$ cat src/logic/bzp_defs.svh
// constants for the buzzer and frequency-output pin sharing block
// Notes on behaviour
// - with the buzzer option on, the primary line, and with tone plus inverse the secondary, shows the tone instead of its latch when outputs.
// - a line set as input keeps plain input behaviour whatever option is chosen.
// - with tone plus inverse chosen, only the primary line's latch gates both tone outputs.
// - primary output drives tone when its latch is 1 and low when 0; secondary drives the inverse.
// - primary input and secondary output makes the secondary a plain port driving its own latch.
// - a static per-device option picks plain port or frequency output for the frequency line.
// - frequency option on and line an output drives it from the counter overflow signal.
// - the frequency output is gated only by its own latch: shown when 1, pad low when 0.
// - the frequency output toggles once per overflow, giving half the overflow rate.
// - with the counter stopped the pad is low whatever the latch value, 0 or 1.
// - running from preload N with latch 1 the output is input clock over 2 times (65536 - N).
// - the buzzer option has three choices: single tone line, tone plus inverse, or none.
// - a direction bit of 1 makes its line an input, 0 makes it an output.
`ifndef BZP_DEFS_SVH
`define BZP_DEFS_SVH

`define BZP_OFS_DATA 12'h000
`define BZP_OFS_DIR 12'h004
`define BZP_OFS_TCTL 12'h008
`define BZP_OFS_PRELOAD 12'h00C
`define BZP_OFS_COUNT 12'h010
`define BZP_OFS_PIN 12'h014
`define BZP_OFS_STAT 12'h018
`define BZP_OFS_OPT 12'h01C

`define BZP_RST_DATA 8'hFF
`define BZP_RST_DIR 8'hFF
`define BZP_RST_PRELOAD 16'h0000

`define BZP_TCTL_RUN 0
`define BZP_STAT_OVF 0
`define BZP_STAT_TONE 1
`define BZP_STAT_PFD 2

`define BZP_LINE_PRI 0
`define BZP_LINE_SEC 1
`define BZP_LINE_FREQ 7

`define BZP_CNT_W 16
`define BZP_FS_DIV 2
`define BZP_T1_DIV 1

`endif

$ cat src/logic/bzp_pkg.sv
// types for the buzzer and frequency-output pin sharing block
package bzp_pkg;

    typedef enum logic [1:0] {
        BZP_BUZ_NONE,
        BZP_BUZ_SINGLE,
        BZP_BUZ_BOTH
    } bzp_buz_mode_type;

    typedef enum logic [1:0] {
        BZP_DIV2,
        BZP_DIV4,
        BZP_DIV8,
        BZP_DIV16
    } bzp_buz_div_type;

endpackage : bzp_pkg

$ cat src/logic/bzp_tone_div.sv
// tone generator: fs enable divider followed by a selectable binary stage
`timescale 1ns/10ps
module bzp_tone_div #(
    parameter int FS_DIV = 2,
    parameter int SEL = 0
) (
    // clock and reset
    input wire logic pclk,
    input wire logic presetn,
    // tone
    output logic tone
);
    localparam int PW = (FS_DIV > 1) ? $clog2(FS_DIV) : 1;

    logic [PW-1:0] pre_q;
    logic [3:0] stage_q;
    logic fs_tick;

    generate
        if (FS_DIV < 1 || SEL < 0 || SEL > 3)
        begin : g_bad
            $error("bzp_tone_div: FS_DIV must be >= 1 and SEL 0..3");
        end
    endgenerate

    assign fs_tick = (pre_q == PW'(FS_DIV - 1));
    assign tone = stage_q[SEL];

    always_ff @(posedge pclk or negedge presetn)
    begin
        if (!presetn)
        begin
            pre_q <= '0;
            stage_q <= 4'h0;
        end
        else
        begin
            pre_q <= fs_tick ? '0 : pre_q + 1'b1;
            if (fs_tick)
            begin
                stage_q <= stage_q + 4'h1;
            end
        end
    end
endmodule : bzp_tone_div

$ cat src/logic/bzp_ovf_counter.sv
// reloading up counter with prescaler and one-cycle overflow pulse
`timescale 1ns/10ps
module bzp_ovf_counter #(
    parameter int W = 16,
    parameter int DIV = 1
) (
    // clock and reset
    input wire logic pclk,
    input wire logic presetn,
    // control
    input wire logic run,
    input wire logic load,
    input wire logic [W-1:0] load_val,
    input wire logic [W-1:0] preload,
    // status
    output logic [W-1:0] count,
    output logic ovf
);
    localparam int PW = (DIV > 1) ? $clog2(DIV) : 1;

    logic [PW-1:0] pre_q;
    logic [W-1:0] count_q;
    logic ovf_q;
    logic tick;
    logic full;

    generate
        if (W < 2 || DIV < 1)
        begin : g_bad
            $error("bzp_ovf_counter: W must be >= 2 and DIV >= 1");
        end
    endgenerate

    assign tick = run && (pre_q == PW'(DIV - 1));
    assign full = &count_q;
    assign count = count_q;
    assign ovf = ovf_q;

    always_ff @(posedge pclk or negedge presetn)
    begin
        if (!presetn)
        begin
            pre_q <= '0;
            count_q <= '0;
            ovf_q <= 1'b0;
        end
        else
        begin
            // prescaler restarts on each run so the first period is whole
            pre_q <= (!run || tick) ? '0 : pre_q + 1'b1;
            ovf_q <= tick && full;
            if (load)
            begin
                count_q <= load_val;
            end
            else if (tick)
            begin
                count_q <= full ? preload : count_q + 1'b1;
            end
        end
    end
endmodule : bzp_ovf_counter

$ cat src/logic/bzp_pin_mux.sv
// port A pin sharing with tone pair, frequency output and APB registers
//
// The APB slave port and the address map are this design's own decisions.
`timescale 1ns/10ps
`include "bzp_defs.svh"
module bzp_pin_mux #(
    parameter bzp_pkg::bzp_buz_mode_type BUZ_MODE = bzp_pkg::BZP_BUZ_BOTH,
    parameter bzp_pkg::bzp_buz_div_type BUZ_DIV = bzp_pkg::BZP_DIV2,
    parameter bit PFD_EN = 1'b1,
    parameter int FS_DIV = `BZP_FS_DIV,
    parameter int T1_DIV = `BZP_T1_DIV
) (
    // clock and reset
    input wire logic pclk,
    input wire logic presetn,
    // apb slave
    input wire logic psel,
    input wire logic penable,
    input wire logic pwrite,
    input wire logic [11:0] paddr,
    input wire logic [31:0] pwdata,
    input wire logic [3:0] pstrb,
    output logic [31:0] prdata,
    output logic pready,
    output logic pslverr,
    // port A pads
    input wire logic [7:0] pa_in,
    output logic [7:0] pa_out,
    output logic [7:0] pa_oe
);
    localparam int W = `BZP_CNT_W;

    // register state
    logic [7:0] data_q;
    logic [7:0] data_d;
    logic [7:0] dir_q;
    logic [7:0] dir_d;
    logic run_q;
    logic run_d;
    logic [W-1:0] preload_q;
    logic [W-1:0] preload_d;
    logic [7:0] pin_q;
    logic ovf_flag_q;
    logic ovf_flag_d;
    logic pfd_q;
    logic pfd_d;
    logic [31:0] prdata_q;
    logic [31:0] rdata;
    logic [7:0] pa_out_q;
    logic [7:0] pa_out_d;
    logic [7:0] pa_oe_q;

    // decode
    logic access;
    logic wr_en;
    logic rd_setup;
    logic sel_data;
    logic sel_dir;
    logic sel_tctl;
    logic sel_preload;
    logic sel_count;
    logic sel_pin;
    logic sel_stat;
    logic sel_opt;
    logic addr_hit;
    logic ovf_clr;
    logic cnt_load;

    // sources
    logic tone;
    logic ovf;
    logic [W-1:0] count;
    logic buz_on;
    logic buz_both;
    logic line_pri;
    logic line_sec;
    logic line_freq;

    generate
        if (FS_DIV < 1 || T1_DIV < 1)
        begin : g_bad
            $error("bzp_pin_mux: FS_DIV and T1_DIV must be >= 1");
        end
    endgenerate

    // latch gating: show the source when the latch is 1, low otherwise
    function automatic logic gate_out(input logic latch, input logic src);
        gate_out = latch & src;
    endfunction : gate_out

    function automatic logic [7:0] put_byte(input logic [7:0] old, input logic [7:0] wd,
                                            input logic en);
        put_byte = en ? wd : old;
    endfunction : put_byte

    assign access = psel && penable;
    assign wr_en = access && pwrite;
    assign rd_setup = psel && !penable && !pwrite;

    assign sel_data = (paddr == `BZP_OFS_DATA);
    assign sel_dir = (paddr == `BZP_OFS_DIR);
    assign sel_tctl = (paddr == `BZP_OFS_TCTL);
    assign sel_preload = (paddr == `BZP_OFS_PRELOAD);
    assign sel_count = (paddr == `BZP_OFS_COUNT);
    assign sel_pin = (paddr == `BZP_OFS_PIN);
    assign sel_stat = (paddr == `BZP_OFS_STAT);
    assign sel_opt = (paddr == `BZP_OFS_OPT);
    assign addr_hit = sel_data | sel_dir | sel_tctl | sel_preload | sel_count
                    | sel_pin | sel_stat | sel_opt;

    // zero-wait slave; unmapped addresses answer with an error
    assign pready = 1'b1;
    assign pslverr = access && !addr_hit;
    assign prdata = prdata_q;

    assign data_d = (wr_en && sel_data) ? put_byte(data_q, pwdata[7:0], pstrb[0]) : data_q;
    assign dir_d = (wr_en && sel_dir) ? put_byte(dir_q, pwdata[7:0], pstrb[0]) : dir_q;
    assign run_d = (wr_en && sel_tctl && pstrb[0]) ? pwdata[`BZP_TCTL_RUN] : run_q;
    assign preload_d = (wr_en && sel_preload)
                     ? {put_byte(preload_q[15:8], pwdata[15:8], pstrb[1]),
                        put_byte(preload_q[7:0], pwdata[7:0], pstrb[0])}
                     : preload_q;

    // a stopped counter takes the preload at once; a running one at overflow
    assign cnt_load = wr_en && sel_preload && !run_q;

    // overflow set wins over a write-one clear in the same cycle
    assign ovf_clr = wr_en && sel_stat && pstrb[0] && pwdata[`BZP_STAT_OVF];
    assign ovf_flag_d = ovf | (ovf_flag_q & !ovf_clr);

    assign pfd_d = (!run_q || !data_q[`BZP_LINE_FREQ]) ? 1'b0
                 : (ovf ? !pfd_q : pfd_q);

    assign buz_on = (BUZ_MODE != bzp_pkg::BZP_BUZ_NONE);
    assign buz_both = (BUZ_MODE == bzp_pkg::BZP_BUZ_BOTH);

    // the primary latch alone gates both tone lines
    assign line_pri = buz_on ? gate_out(data_q[`BZP_LINE_PRI], tone)
                    : data_q[`BZP_LINE_PRI];
    // inverse tone only while the primary line is an output too
    assign line_sec = (buz_both && !dir_q[`BZP_LINE_PRI])
                    ? gate_out(data_q[`BZP_LINE_PRI], !tone)
                    : data_q[`BZP_LINE_SEC];
    assign line_freq = PFD_EN ? gate_out(data_q[`BZP_LINE_FREQ], pfd_q)
                     : data_q[`BZP_LINE_FREQ];

    assign pa_out_d = {line_freq, data_q[6:2], line_sec, line_pri};

    always_comb
    begin
        rdata = 32'h0000_0000;
        if (sel_data)
        begin
            rdata[7:0] = data_q;
        end
        if (sel_dir)
        begin
            rdata[7:0] = dir_q;
        end
        if (sel_tctl)
        begin
            rdata[`BZP_TCTL_RUN] = run_q;
        end
        if (sel_preload)
        begin
            rdata[W-1:0] = preload_q;
        end
        if (sel_count)
        begin
            rdata[W-1:0] = count;
        end
        if (sel_pin)
        begin
            rdata[7:0] = pin_q;
        end
        if (sel_stat)
        begin
            rdata[`BZP_STAT_OVF] = ovf_flag_q;
            rdata[`BZP_STAT_TONE] = tone;
            rdata[`BZP_STAT_PFD] = pfd_q;
        end
        if (sel_opt)
        begin
            rdata[4:0] = {PFD_EN, BUZ_DIV, BUZ_MODE};
        end
    end

    bzp_tone_div #(
        .FS_DIV(FS_DIV),
        .SEL(int'(BUZ_DIV))
    ) u_tone (
        .pclk(pclk),
        .presetn(presetn),
        .tone(tone)
    );

    bzp_ovf_counter #(
        .W(W),
        .DIV(T1_DIV)
    ) u_cnt (
        .pclk(pclk),
        .presetn(presetn),
        .run(run_q),
        .load(cnt_load),
        .load_val(preload_d),
        .preload(preload_q),
        .count(count),
        .ovf(ovf)
    );

    always_ff @(posedge pclk or negedge presetn)
    begin
        if (!presetn)
        begin
            data_q <= `BZP_RST_DATA;
            dir_q <= `BZP_RST_DIR;
            run_q <= 1'b0;
            preload_q <= `BZP_RST_PRELOAD;
            ovf_flag_q <= 1'b0;
            pfd_q <= 1'b0;
        end
        else
        begin
            data_q <= data_d;
            dir_q <= dir_d;
            run_q <= run_d;
            preload_q <= preload_d;
            ovf_flag_q <= ovf_flag_d;
            pfd_q <= pfd_d;
        end
    end

    // pads and read data are registered; pready is tied high and pslverr is decoded straight from the bus
    always_ff @(posedge pclk or negedge presetn)
    begin
        if (!presetn)
        begin
            pa_out_q <= 8'h00;
            pa_oe_q <= 8'h00;
            pin_q <= 8'h00;
            prdata_q <= 32'h0000_0000;
        end
        else
        begin
            pa_out_q <= pa_out_d;
            pa_oe_q <= ~dir_q;
            pin_q <= pa_in;
            if (rd_setup)
            begin
                prdata_q <= rdata;
            end
        end
    end

    // an input line never drives, so the value behind it is hidden
    assign pa_out = pa_out_q & pa_oe_q;
    assign pa_oe = pa_oe_q;
endmodule : bzp_pin_mux

$ cat config.mk
export PLATFORM = sky130hd
export DESIGN_NAME = bzp_pin_mux
export DESIGN_NICKNAME = d
export VERILOG_FILES = /design/src/logic/bzp_pkg.sv /design/src/logic/bzp_tone_div.sv /design/src/logic/bzp_ovf_counter.sv /design/src/logic/bzp_pin_mux.sv
export VERILOG_INCLUDE_DIRS = /design/src /design/src/logic
export SDC_FILE = /design/constraint.sdc
export NUM_CORES = 1
export LEC_CHECK = 0
export BUFFER_PORTS_ARGS = -buffer_cell sky130_fd_sc_hd__buf_2
export CAP_MARGIN = 20
export CORE_ASPECT_RATIO = 1.25
export CORE_MARGIN = 2
export CORE_UTILIZATION = 54
export DETAILED_ROUTE_END_ITERATION = 10
export PLACE_DENSITY = 0.89
export SYNTH_ARGS = -nofsm -noshare
export SYNTH_HDL_FRONTEND = slang
export SYNTH_HIERARCHICAL = 1
export SYNTH_SLANG_ARGS = --single-unit
$ cat constraint.sdc
create_clock -name pclk -period 1.98 [get_ports pclk]
set_input_delay 0.198 -clock pclk [delete_from_list [all_inputs] [get_ports pclk]]
set_output_delay 0.198 -clock pclk [all_outputs]
set_load 0.02 [all_outputs]
==> impl_metrics.json, run 1 <==
{
  "start_util_pct": 55.9,
  "nNetsFinal": 602,
  "fillers": 585,
  "routed_via_density": 6.07,
  "finalHoldViolCount": 0,
  "max_stage_delay_ns": 0.56,
  "hp-start": "pwdata[9]",
  "cts.htree.levels": 3,
  "r2r_start": "u_cnt/count[5]$_DFFE_PN0P_",
  "grt_pass1_vias": 3830,
  "rsz0062_at_grt": "no",
  "clkSlewWorstSetupHoldPaths_ns": 0.09,
  "grt_usage_pct": 26.5,
  "crit_path_start_kind": "register",
  "drive_gt1_share_pct": 36.7,
  "worstSetupEndpointType": "register",
  "outcome": "complete, no violations",
  "pin_count": 111,
  "die_y_um": 107,
  "row_count": 37,
  "ys_seq_area_share_pct": 52.1,
  "clockBufferDepth": 2,
  "final_area_um2": 5620,
  "die_area_um2": 9280,
  "yosysWarnings": 6,
  "cts_sinks": 95,
  "clk_latency_ns": 0.37,
  "grt_pass1_wl_um": 18900,
  "cp_slowest_cell": "dfrtp_1",
  "cp_max_fo": 7,
  "crit_required_ns": 2.23,
  "r2r_cells": 5,
  "tns_ns": 0,
  "drc": 0,
  "num_vias": 3896,
  "first_pass_iters": 5,
  "numCtsBuffers": 9,
  "n_antenna_cell": 0,
  "hold_path_class": "input port to register",
  "criticalPathCategory": "register to register",
  "period_needed_ns": 1.90,
  "peakVddDrop_mv": 0.463,
  "path_depth": 5,
  "post-cts-setup-buffer-count": 0,
  "die_x_um": 86.6,
  "core_um2": 8240,
  "synth_cell_types": 59,
  "critical-path-top-delay-family": "simple AND/OR/NAND/NOR gates",
  "cp.arrival_ns": 2.15,
  "p_leak_uw": 0.00262,
  "skew_ns": 0.0103,
  "holdPathEnd": "preload_q[9]$_DFF_PN0_",
  "worstReg2RegEnd": "u_cnt/count[15]$_DFFE_PN0P_",
  "grt-ovfl-total": 0,
  "cts_tree": "yes",
  "setup_viol": 0,
  "syn2layout_area_growth_pct": 22.1,
  "r2r_slack_ns": 0.08,
  "worst-path-buf-inv": 0,
  "numPortBuffers": 75,
  "drt-total-wl_um": 11800,
  "place_congestion": 0.918,
  "initialDrtViolationCount": 281,
  "synth_edf_count": 0,
  "antenna_found_initial": 0,
  "wl_per_cell_um": 18.4,
  "ys_seq_elements": 95,
  "max_freq_ghz": 0.527,
  "drv_slew": 0,
  "placed_area_um2": 5300,
  "grt_max_degree": 43,
  "synth-main-ff-cell": "dfrtp_1",
  "avgSynthCellArea_um2": 10.9,
  "layout_commonest_cell": "dfrtp_1",
  "powerDensity_nw_per_um2": 651,
  "postRouteAntennaNets": 0,
  "final_cell_mix": "dfrtp_1, buf_2, nand2_1",
  "clockRootBuffer": "clkbuf_8",
  "min_path_cells": 2,
  "netlist_area_um2": 4600,
  "path_cells": "nand4_1, nor4_2, and3_1, xnor2_1, a31oi_1",
  "min_period_over_period_pct": 95.8,
  "maxCapViolations": 0,
  "dp_hpwl_um": 8420,
  "synth_cells": 424,
  "synthArstFlopShare_pct": 100
}
[synth_stat cells (3+ instances only)]
master    instances  area share [%]
dfrtp_1          79              43
nand2_1          51             4.2
mux2_2           33             8.1
o21ai_0          26             2.8
nor2_1           19             1.5
buf_4            18             2.9
dfstp_2          16             9.1
nand3_1          14             1.5
inv_1            13             1.1
a22oi_1          12             2.0
and2_1           10             1.4
mux2i_1          10             2.2
a21oi_1           7            0.76
buf_2             7            0.76
nand4_1           7            0.95
o22ai_1           7            0.95
a31oi_1           6            0.82
clkbuf_1          6            0.49
xor2_1            6             1.1
nor3_1            5            0.54
a221o_1           4            0.87
nor2b_1           4            0.54
nor3_2            4            0.87
xnor2_1           4            0.76
a211oi_1          3            0.49
and3_1            3            0.41
conb_1            3            0.24
nand2b_1          3            0.41
nor2_2            3            0.41
o31ai_1           3            0.49
[worst register-to-register path: cells and delay by family, from the launching register on]
kind	cells	cell delay (ns)
and+or+nand+nor	3	0.96
DFF	1	0.56
xor gates and xnor gates	1	0.15
AOI/OAI and AO/OA	1	0.11
[timing repair]
action	CTS	global route
hold buffers	9	0
hold endpoints to repair	34	0
endpoints found under the setup margin	0	5
resized for setup	0	1
[per-stage QoR]
stage | instances | total power [µW] | setup slack [ns] | hold WS (ns) | utilization, %
after floorplan | 439 | 2140 | 0.0308 | -0.0976 | -
after global placement | 617 | 2250 | 0.0679 | 0.165 | 64.3
after detailed placement | 617 | 2250 | 0.0348 | 0.179 | 64.3
after CTS | 642 | 3670 | 0.0853 | 0.0687 | 68.2
after global routing | 642 | 3800 | 0.0384 | 0.0615 | 68.2
final | 642 | 3660 | 0.0835 | 0.0728 | 68.2
[worst max-delay path by stage]
stage,startpoint,to,slack (ns)
floorplan,paddr[9],u_cnt/count[15]$_DFFE_PN0P_,0.03
global placement,paddr[3],u_cnt/count[15]$_DFFE_PN0P_,0.07
detailed placement,paddr[9],u_cnt/count[0]$_DFFE_PN0P_,0.03
CTS,u_cnt/count[9]$_DFFE_PN0P_,u_cnt/count[13]$_DFFE_PN0P_,0.09
global route,u_cnt/count[5]$_DFFE_PN0P_,u_cnt/count[15]$_DFFE_PN0P_,0.04
finish,u_cnt/count[5]$_DFFE_PN0P_,u_cnt/count[15]$_DFFE_PN0P_,0.08
[cells by family after synthesis]
group | share of synthesized area [%]
AOI/OAI and AO/OA | 12.0
xor gates and xnor gates | 1.90
adders and majority gates | 0.272
buffers and inverters | 5.57
DFF | 52.1
muxes | 10.7
other | 0.245
and+or+nand+nor | 17.2
[layout make-up]
class                           count  area, µm²  share of cell area [%]
Multi-Input combinational cell    298       2020                    36.0
Clock inverter                      3       65.1                    1.16
Timing Repair Buffer              122        803                    14.3
Sequential cell                    95       2400                    42.6
Inverter                           14       52.6                   0.935
Clock buffer                       13        159                    2.83
Tap cell                           97        121                    2.16
[where the power goes]
part / internal (µW) / switching [µW]
Sequential: 1950 / 7.71
Clock: 780 / 644
Combinational: 97.6 / 174
Total: 2830 / 826
[routing by layer]
layer,vias up,share of wire (%),wire (µm),global-route usage [%]
li1,1715,-,-,-
met5,-,0,0,0
met3,64,6.4,761,6.85
met1,1908,38,4440,31.0
met4,0,5.2,620,15.5
met2,209,51,6010,43.5
[registers in the layout, indices dropped and copies added (netlist names)]
| signal | flops |
|---|---|
| pin_q | 8 |
| pa_out_q | 8 |
| pa_oe | 8 |
| preload_q | 16 |
| prdata | 16 |
| ovf_flag_q | 1 |
| u_cnt/count | 16 |
| data_q | 8 |
| u_cnt/ovf | 1 |
| u_tone/fs_tick | 1 |
| u_cnt/pre_q | 1 |
| run_q | 1 |
| u_tone/stage_q | 1 |
| pfd_q | 1 |
| dir_q | 8 |
No activity file was read; power rests on OpenSTA's default activity.
==> run 2, diff against run 1 <==
Settings changed: BUFFER_PORTS_ARGS -buffer_cell sky130_fd_sc_hd__buf_2 to -buffer_cell sky130_fd_sc_hd__buf_4.
==> impl_metrics.json, run 2 (synthesized netlist as in run 1, its figures left out) <==
{
  "num_vias": 3804,
  "start_util_pct": 55.9,
  "placed_area_um2": 5500,
  "grt_usage_pct": 26.9,
  "antenna_found_initial": 0,
  "die_x_um": 86.6,
  "powerDensity_nw_per_um2": 586,
  "initialDrtViolationCount": 274,
  "worstSetupEndpointType": "register",
  "grt_max_degree": 38,
  "numCtsBuffers": 9,
  "postRouteAntennaNets": 0,
  "drt-total-wl_um": 11800,
  "hold_path_class": "input port to register",
  "clockRootBuffer": "clkbuf_8",
  "min_period_over_period_pct": 92.9,
  "peakVddDrop_mv": 0.383,
  "cts_tree": "yes",
  "grt_pass1_vias": 3953,
  "drv_slew": 0,
  "cts.htree.levels": 3,
  "setup_viol": 0,
  "die_y_um": 107,
  "n_antenna_cell": 0,
  "worstSetupStartpoint": "u_cnt/count[9]$_DFFE_PN0P_",
  "crit_path_start_kind": "register",
  "clockBufferDepth": 2,
  "place_congestion": 0.930,
  "numPortBuffers": 75,
  "die_area_um2": 9280,
  "max_freq_ghz": 0.544,
  "drive_gt1_share_pct": 36.7,
  "clk_latency_ns": 0.38,
  "clkSlewWorstSetupHoldPaths_ns": 0.08,
  "grt-ovfl-total": 0,
  "wl_per_cell_um": 18.3,
  "post_cts_resized": 0,
  "skew_ns": 0.00800,
  "routed_via_density": 5.90,
  "pin_count": 111,
  "r2r_start": "u_cnt/count[9]$_DFFE_PN0P_",
  "dp_hpwl_um": 8630,
  "cp.arrival_ns": 2.10,
  "final_cell_mix": "buf_4, dfrtp_1, nand2_1",
  "r2r_slack_ns": 0.14,
  "fillers": 583,
  "core_um2": 8240,
  "nNetsFinal": 605,
  "first_pass_iters": 5,
  "maxCapViolations": 0,
  "drc": 0,
  "final_area_um2": 5750,
  "finalHoldViolCount": 0,
  "p_leak_uw": 0.00264,
  "grt_pass1_wl_um": 19100,
  "layout_commonest_cell": "buf_4",
  "hp-start": "pwdata[14]",
  "outcome": "complete, no violations",
  "period_needed_ns": 1.84,
  "crit_required_ns": 2.24,
  "syn2layout_area_growth_pct": 24.8,
  "rsz0062_at_grt": "no",
  "cp_max_fo": 6,
  "row_count": 37,
  "tns_ns": 0,
  "criticalPathCategory": "register to register",
  "cts_sinks": 95
}
run 2: cell count changes in the layout (fill, tap and decap cells not counted), sizes merged:
cell	previous run	this run
clkbuf	13	12
buf	113	116
bufinv	2	0
clkinv	2	4
clkinvlp	0	1
run 2: cell type report:
type	count	area, µm²	share of cell area [%]
multi-input cells	298	2020	35.1
clock buffers	12	135	2.35
repair buffers	125	998	17.4
well taps	97	121	2.11
inverters	14	52.6	0.915
clock inverters	4	22.5	0.392
flip-flops and latches	95	2400	41.7
run 2: final timing paths:
check / endpoint / cells past startpoint
min: preload_q[14]$_DFF_PN0_ / 2
max reg2reg: u_cnt/count[11]$_DFFE_PN0P_ / 6
max: u_cnt/count[11]$_DFFE_PN0P_ / 6
min in group asynchronous: preload_q[1]$_DFF_PN0_ / 2
min reg2reg: pa_out_q[3]$_DFF_PN0_ / 0
max in group asynchronous: dir_q[7]$_DFFE_PN1P_ / 3
run 2: worst max-delay path, stage by stage (launching register included):
cell and delay [ns]:
dfrtp_1 0.44, and4_1 0.30, nand3_1 0.16, or3_1 0.40, buf_4 0.19, nor3_2 0.14, o41ai_1 0.09
run 2: report_power, final:
part,leakage (µW),switching [µW],total [µW],internal (µW)
Clock,0.0000801,652,1100,451
Combinational,0.00142,176,298,121
Sequential,0.00114,8.42,1960,1950
Total,0.00264,837,3360,2530
run 2: repair_timing:
| action | 4_1_cts | 5_1_grt |
|---|---|---|
| endpoints found under the hold margin | 37 | 0 |
| hold buffers | 9 | 0 |
| setup buffers | 0 | 0 |
run 2: through the flow:
step	util, %	setup slack [ns]	hold WS [ns]	cells	total power (µW)
2_1_floorplan	-	0.0308	-0.0976	439	2140
3_3_place_gp	66.7	0.0733	0.179	620	2270
3_5_place_dp	66.7	0.00408	0.190	620	2280
4_1_cts	69.7	0.178	0.0590	645	3380
5_1_grt	69.7	0.00688	0.0640	645	3490
6_report	69.7	0.141	0.0684	645	3360
run 2: metal layers:
metal	wire length (µm)	share of wire [%]	vias up	GRT usage, %
li1	-	-	1720	-
met1	4490	38	1861	32.2
met2	6230	53	180	45.4
met3	681	5.8	43	5.77
met4	441	3.7	0	13.6
met5	0	0	-	0
==> run 3, diff against run 2 <==
Settings changed: CORE_UTILIZATION 54 to 48, PLACE_DENSITY 0.89 to 0.75.
Clock period 1.98 ns to 1.5 ns, I/O delays scaled along.
==> impl_metrics.json, run 3 (synthesized netlist as in run 1, its figures left out) <==
{
  "worst-path-buf-inv": 3,
  "worstSetupEndpointType": "register",
  "r2r_start": "u_cnt/count[3]$_DFFE_PN0P_",
  "routed_via_density": 5.71,
  "crit_required_ns": 1.76,
  "wl_per_cell_um": 18.6,
  "grt-ovfl-total": 0,
  "setup_viol": 14,
  "placed_area_um2": 5850,
  "nNetsFinal": 649,
  "hold_path_class": "input port to register",
  "initialDrtViolationCount": 261,
  "regArea_um2": 2400,
  "peakVddDrop_mv": 0.608,
  "die_y_um": 113,
  "postRouteAntennaNets": 0,
  "crit_top_cell": "buf_6",
  "max_freq_ghz": 0.600,
  "grt_pass1_wl_um": 20300,
  "criticalPathCategory": "register to register",
  "layout_commonest_cell": "buf_4",
  "final_area_um2": 6590,
  "worstReg2RegEnd": "u_cnt/count[10]$_DFFE_PN0P_",
  "first_pass_iters": 5,
  "finalNonFillerCells": 715,
  "finalHoldViolCount": 0,
  "grt_usage_pct": 25.0,
  "outcome": "complete, but fails checks",
  "dp_slack_ns": -0.412,
  "final_cell_mix": "buf_4, dfrtp_1, nand2_1",
  "path_depth": 8,
  "violations": "setup timing",
  "final_util_pct": 71.4,
  "start_util_pct": 49.9,
  "place_congestion": 0.920,
  "r2r_cells": 8,
  "clockBufferDepth": 2,
  "clk_latency_ns": 0.34,
  "cts_tree": "yes",
  "drt-total-wl_um": 13300,
  "cp.arrival_ns": 1.92,
  "cts_sinks": 95,
  "syn2layout_area_growth_pct": 43.1,
  "die_area_um2": 10400,
  "n_antenna_cell": 0,
  "maxCapViolations": 0,
  "rsz0062_at_grt": "yes",
  "cp_slowest_cell": "dfrtp_1",
  "min_period_over_period_pct": 111,
  "grt_pass1_vias": 4048,
  "drv_slew": 0,
  "num_vias": 4085,
  "critical-path-top-delay-family": "simple AND/OR/NAND/NOR gates",
  "crit_path_start_kind": "register",
  "dp_cells": 676,
  "numCtsBuffers": 9,
  "skew_ns": 0.00683,
  "pin_count": 111,
  "path_cells": "and3_4, nand4_4, buf_6, nor3_4, buf_4, buf_6, nand2_2, a31oi_1",
  "cts.htree.levels": 3,
  "p_leak_uw": 0.00302,
  "die_x_um": 91.6,
  "dp_hpwl_um": 8930,
  "powerDensity_nw_per_um2": 829,
  "cp_max_fo": 4,
  "grt_max_degree": 39,
  "antenna_found_initial": 0,
  "worstSetupStartpoint": "u_cnt/count[3]$_DFFE_PN0P_",
  "row_count": 39,
  "fillers": 599,
  "period_needed_ns": 1.67,
  "crit_end": "u_cnt/count[10]$_DFFE_PN0P_",
  "r2r_slack_ns": -0.17,
  "multi_input_area_um2": 2250,
  "timing.final.ws_setup_ns": -0.166,
  "max_stage_delay_ns": 0.38,
  "core_um2": 9220,
  "drc": 0,
  "clkSlewWorstSetupHoldPaths_ns": 0.06,
  "drive_gt1_share_pct": 46.3,
  "numPortBuffers": 75,
  "clockRootBuffer": "clkbuf_16"
}
[run 3: cell types whose count changed in the layout (fill, tap and decap cells not counted), moves of 5 or more]
cell       previous run  this run
clkbuf_8              9         1
mux2_4                0        12
clkbuf_16             0         9
o21ai_0              26        21
buf_4               113       144
buf_6                 0        10
mux2_2               33        21
[run 3: how the worst min path moves through the flow]
stage,startpoint,to,slack [ns],cells after the start
after global placement,presetn,u_tone/fs_tick$_DFF_PN0_,0.10,1
after CTS,pwdata[8],preload_q[8]$_DFF_PN0_,0.06,2
after global routing,pwdata[8],preload_q[8]$_DFF_PN0_,0.05,2
final,pwdata[9],preload_q[9]$_DFF_PN0_,0.06,2
after detailed placement,presetn,u_tone/fs_tick$_DFF_PN0_,0.11,1
after floorplan,presetn,ovf_flag_q$_DFF_PN0_,-0.15,0
[run 3: worst register-to-register path, delay by kind of cell (launching register included)]
kind            cells  cell delay (ns)
flops               1             0.38
compound gates      1             0.18
simple gates        4             0.59
buf+inv             3             0.43
[run 3: routing by layer]
| metal | up-vias | global-route usage [%] | wire length, µm |
|---|---|---|---|
| met2 | 239 | 42.7 | 6800 |
| met5 | - | 0 | 0 |
| met1 | 1970 | 29.8 | 4980 |
| met4 | 0 | 11.3 | 636 |
| li1 | 1808 | - | - |
| met3 | 68 | 6.01 | 887 |
[run 3: final cells by class]
| cell class | count | area share, % |
|---|---|---|
| flip-flops and latches | 95 | 36.4 |
| multi-input cells | 298 | 34.1 |
| clock inverters | 6 | 1.27 |
| inverters | 14 | 0.874 |
| clock buffers | 10 | 3.63 |
| well taps | 123 | 2.34 |
| repair buffers | 169 | 21.3 |
[run 3: what timing repair did]
item,CTS,global route
cloned,0,0
endpoints found under the setup margin,18,22
setup buffers,9,5
hold buffers,9,0
endpoints found under the hold margin,25,0
pin swaps,19,16
resized for setup,31,20
[run 3: where the power goes]
group | switching (µW) | internal [µW]
registers | 10.2 | 2580
clock network | 937 | 1500
logic | 248 | 184
[run 3: per-stage QoR]
| stage | total power [µW] | hold WS [ns] | setup TNS (ns) |
|---|---|---|---|
| final | 5460 | 0.0587 | -1.66 |
| after global routing | 5660 | 0.0504 | -2.37 |
| after CTS | 5470 | 0.0560 | -0.911 |
| after detailed placement | 3030 | 0.107 | -12.35 |
| after global placement | 3030 | 0.101 | -11.68 |
| after floorplan | 2830 | -0.146 | -3.04 |
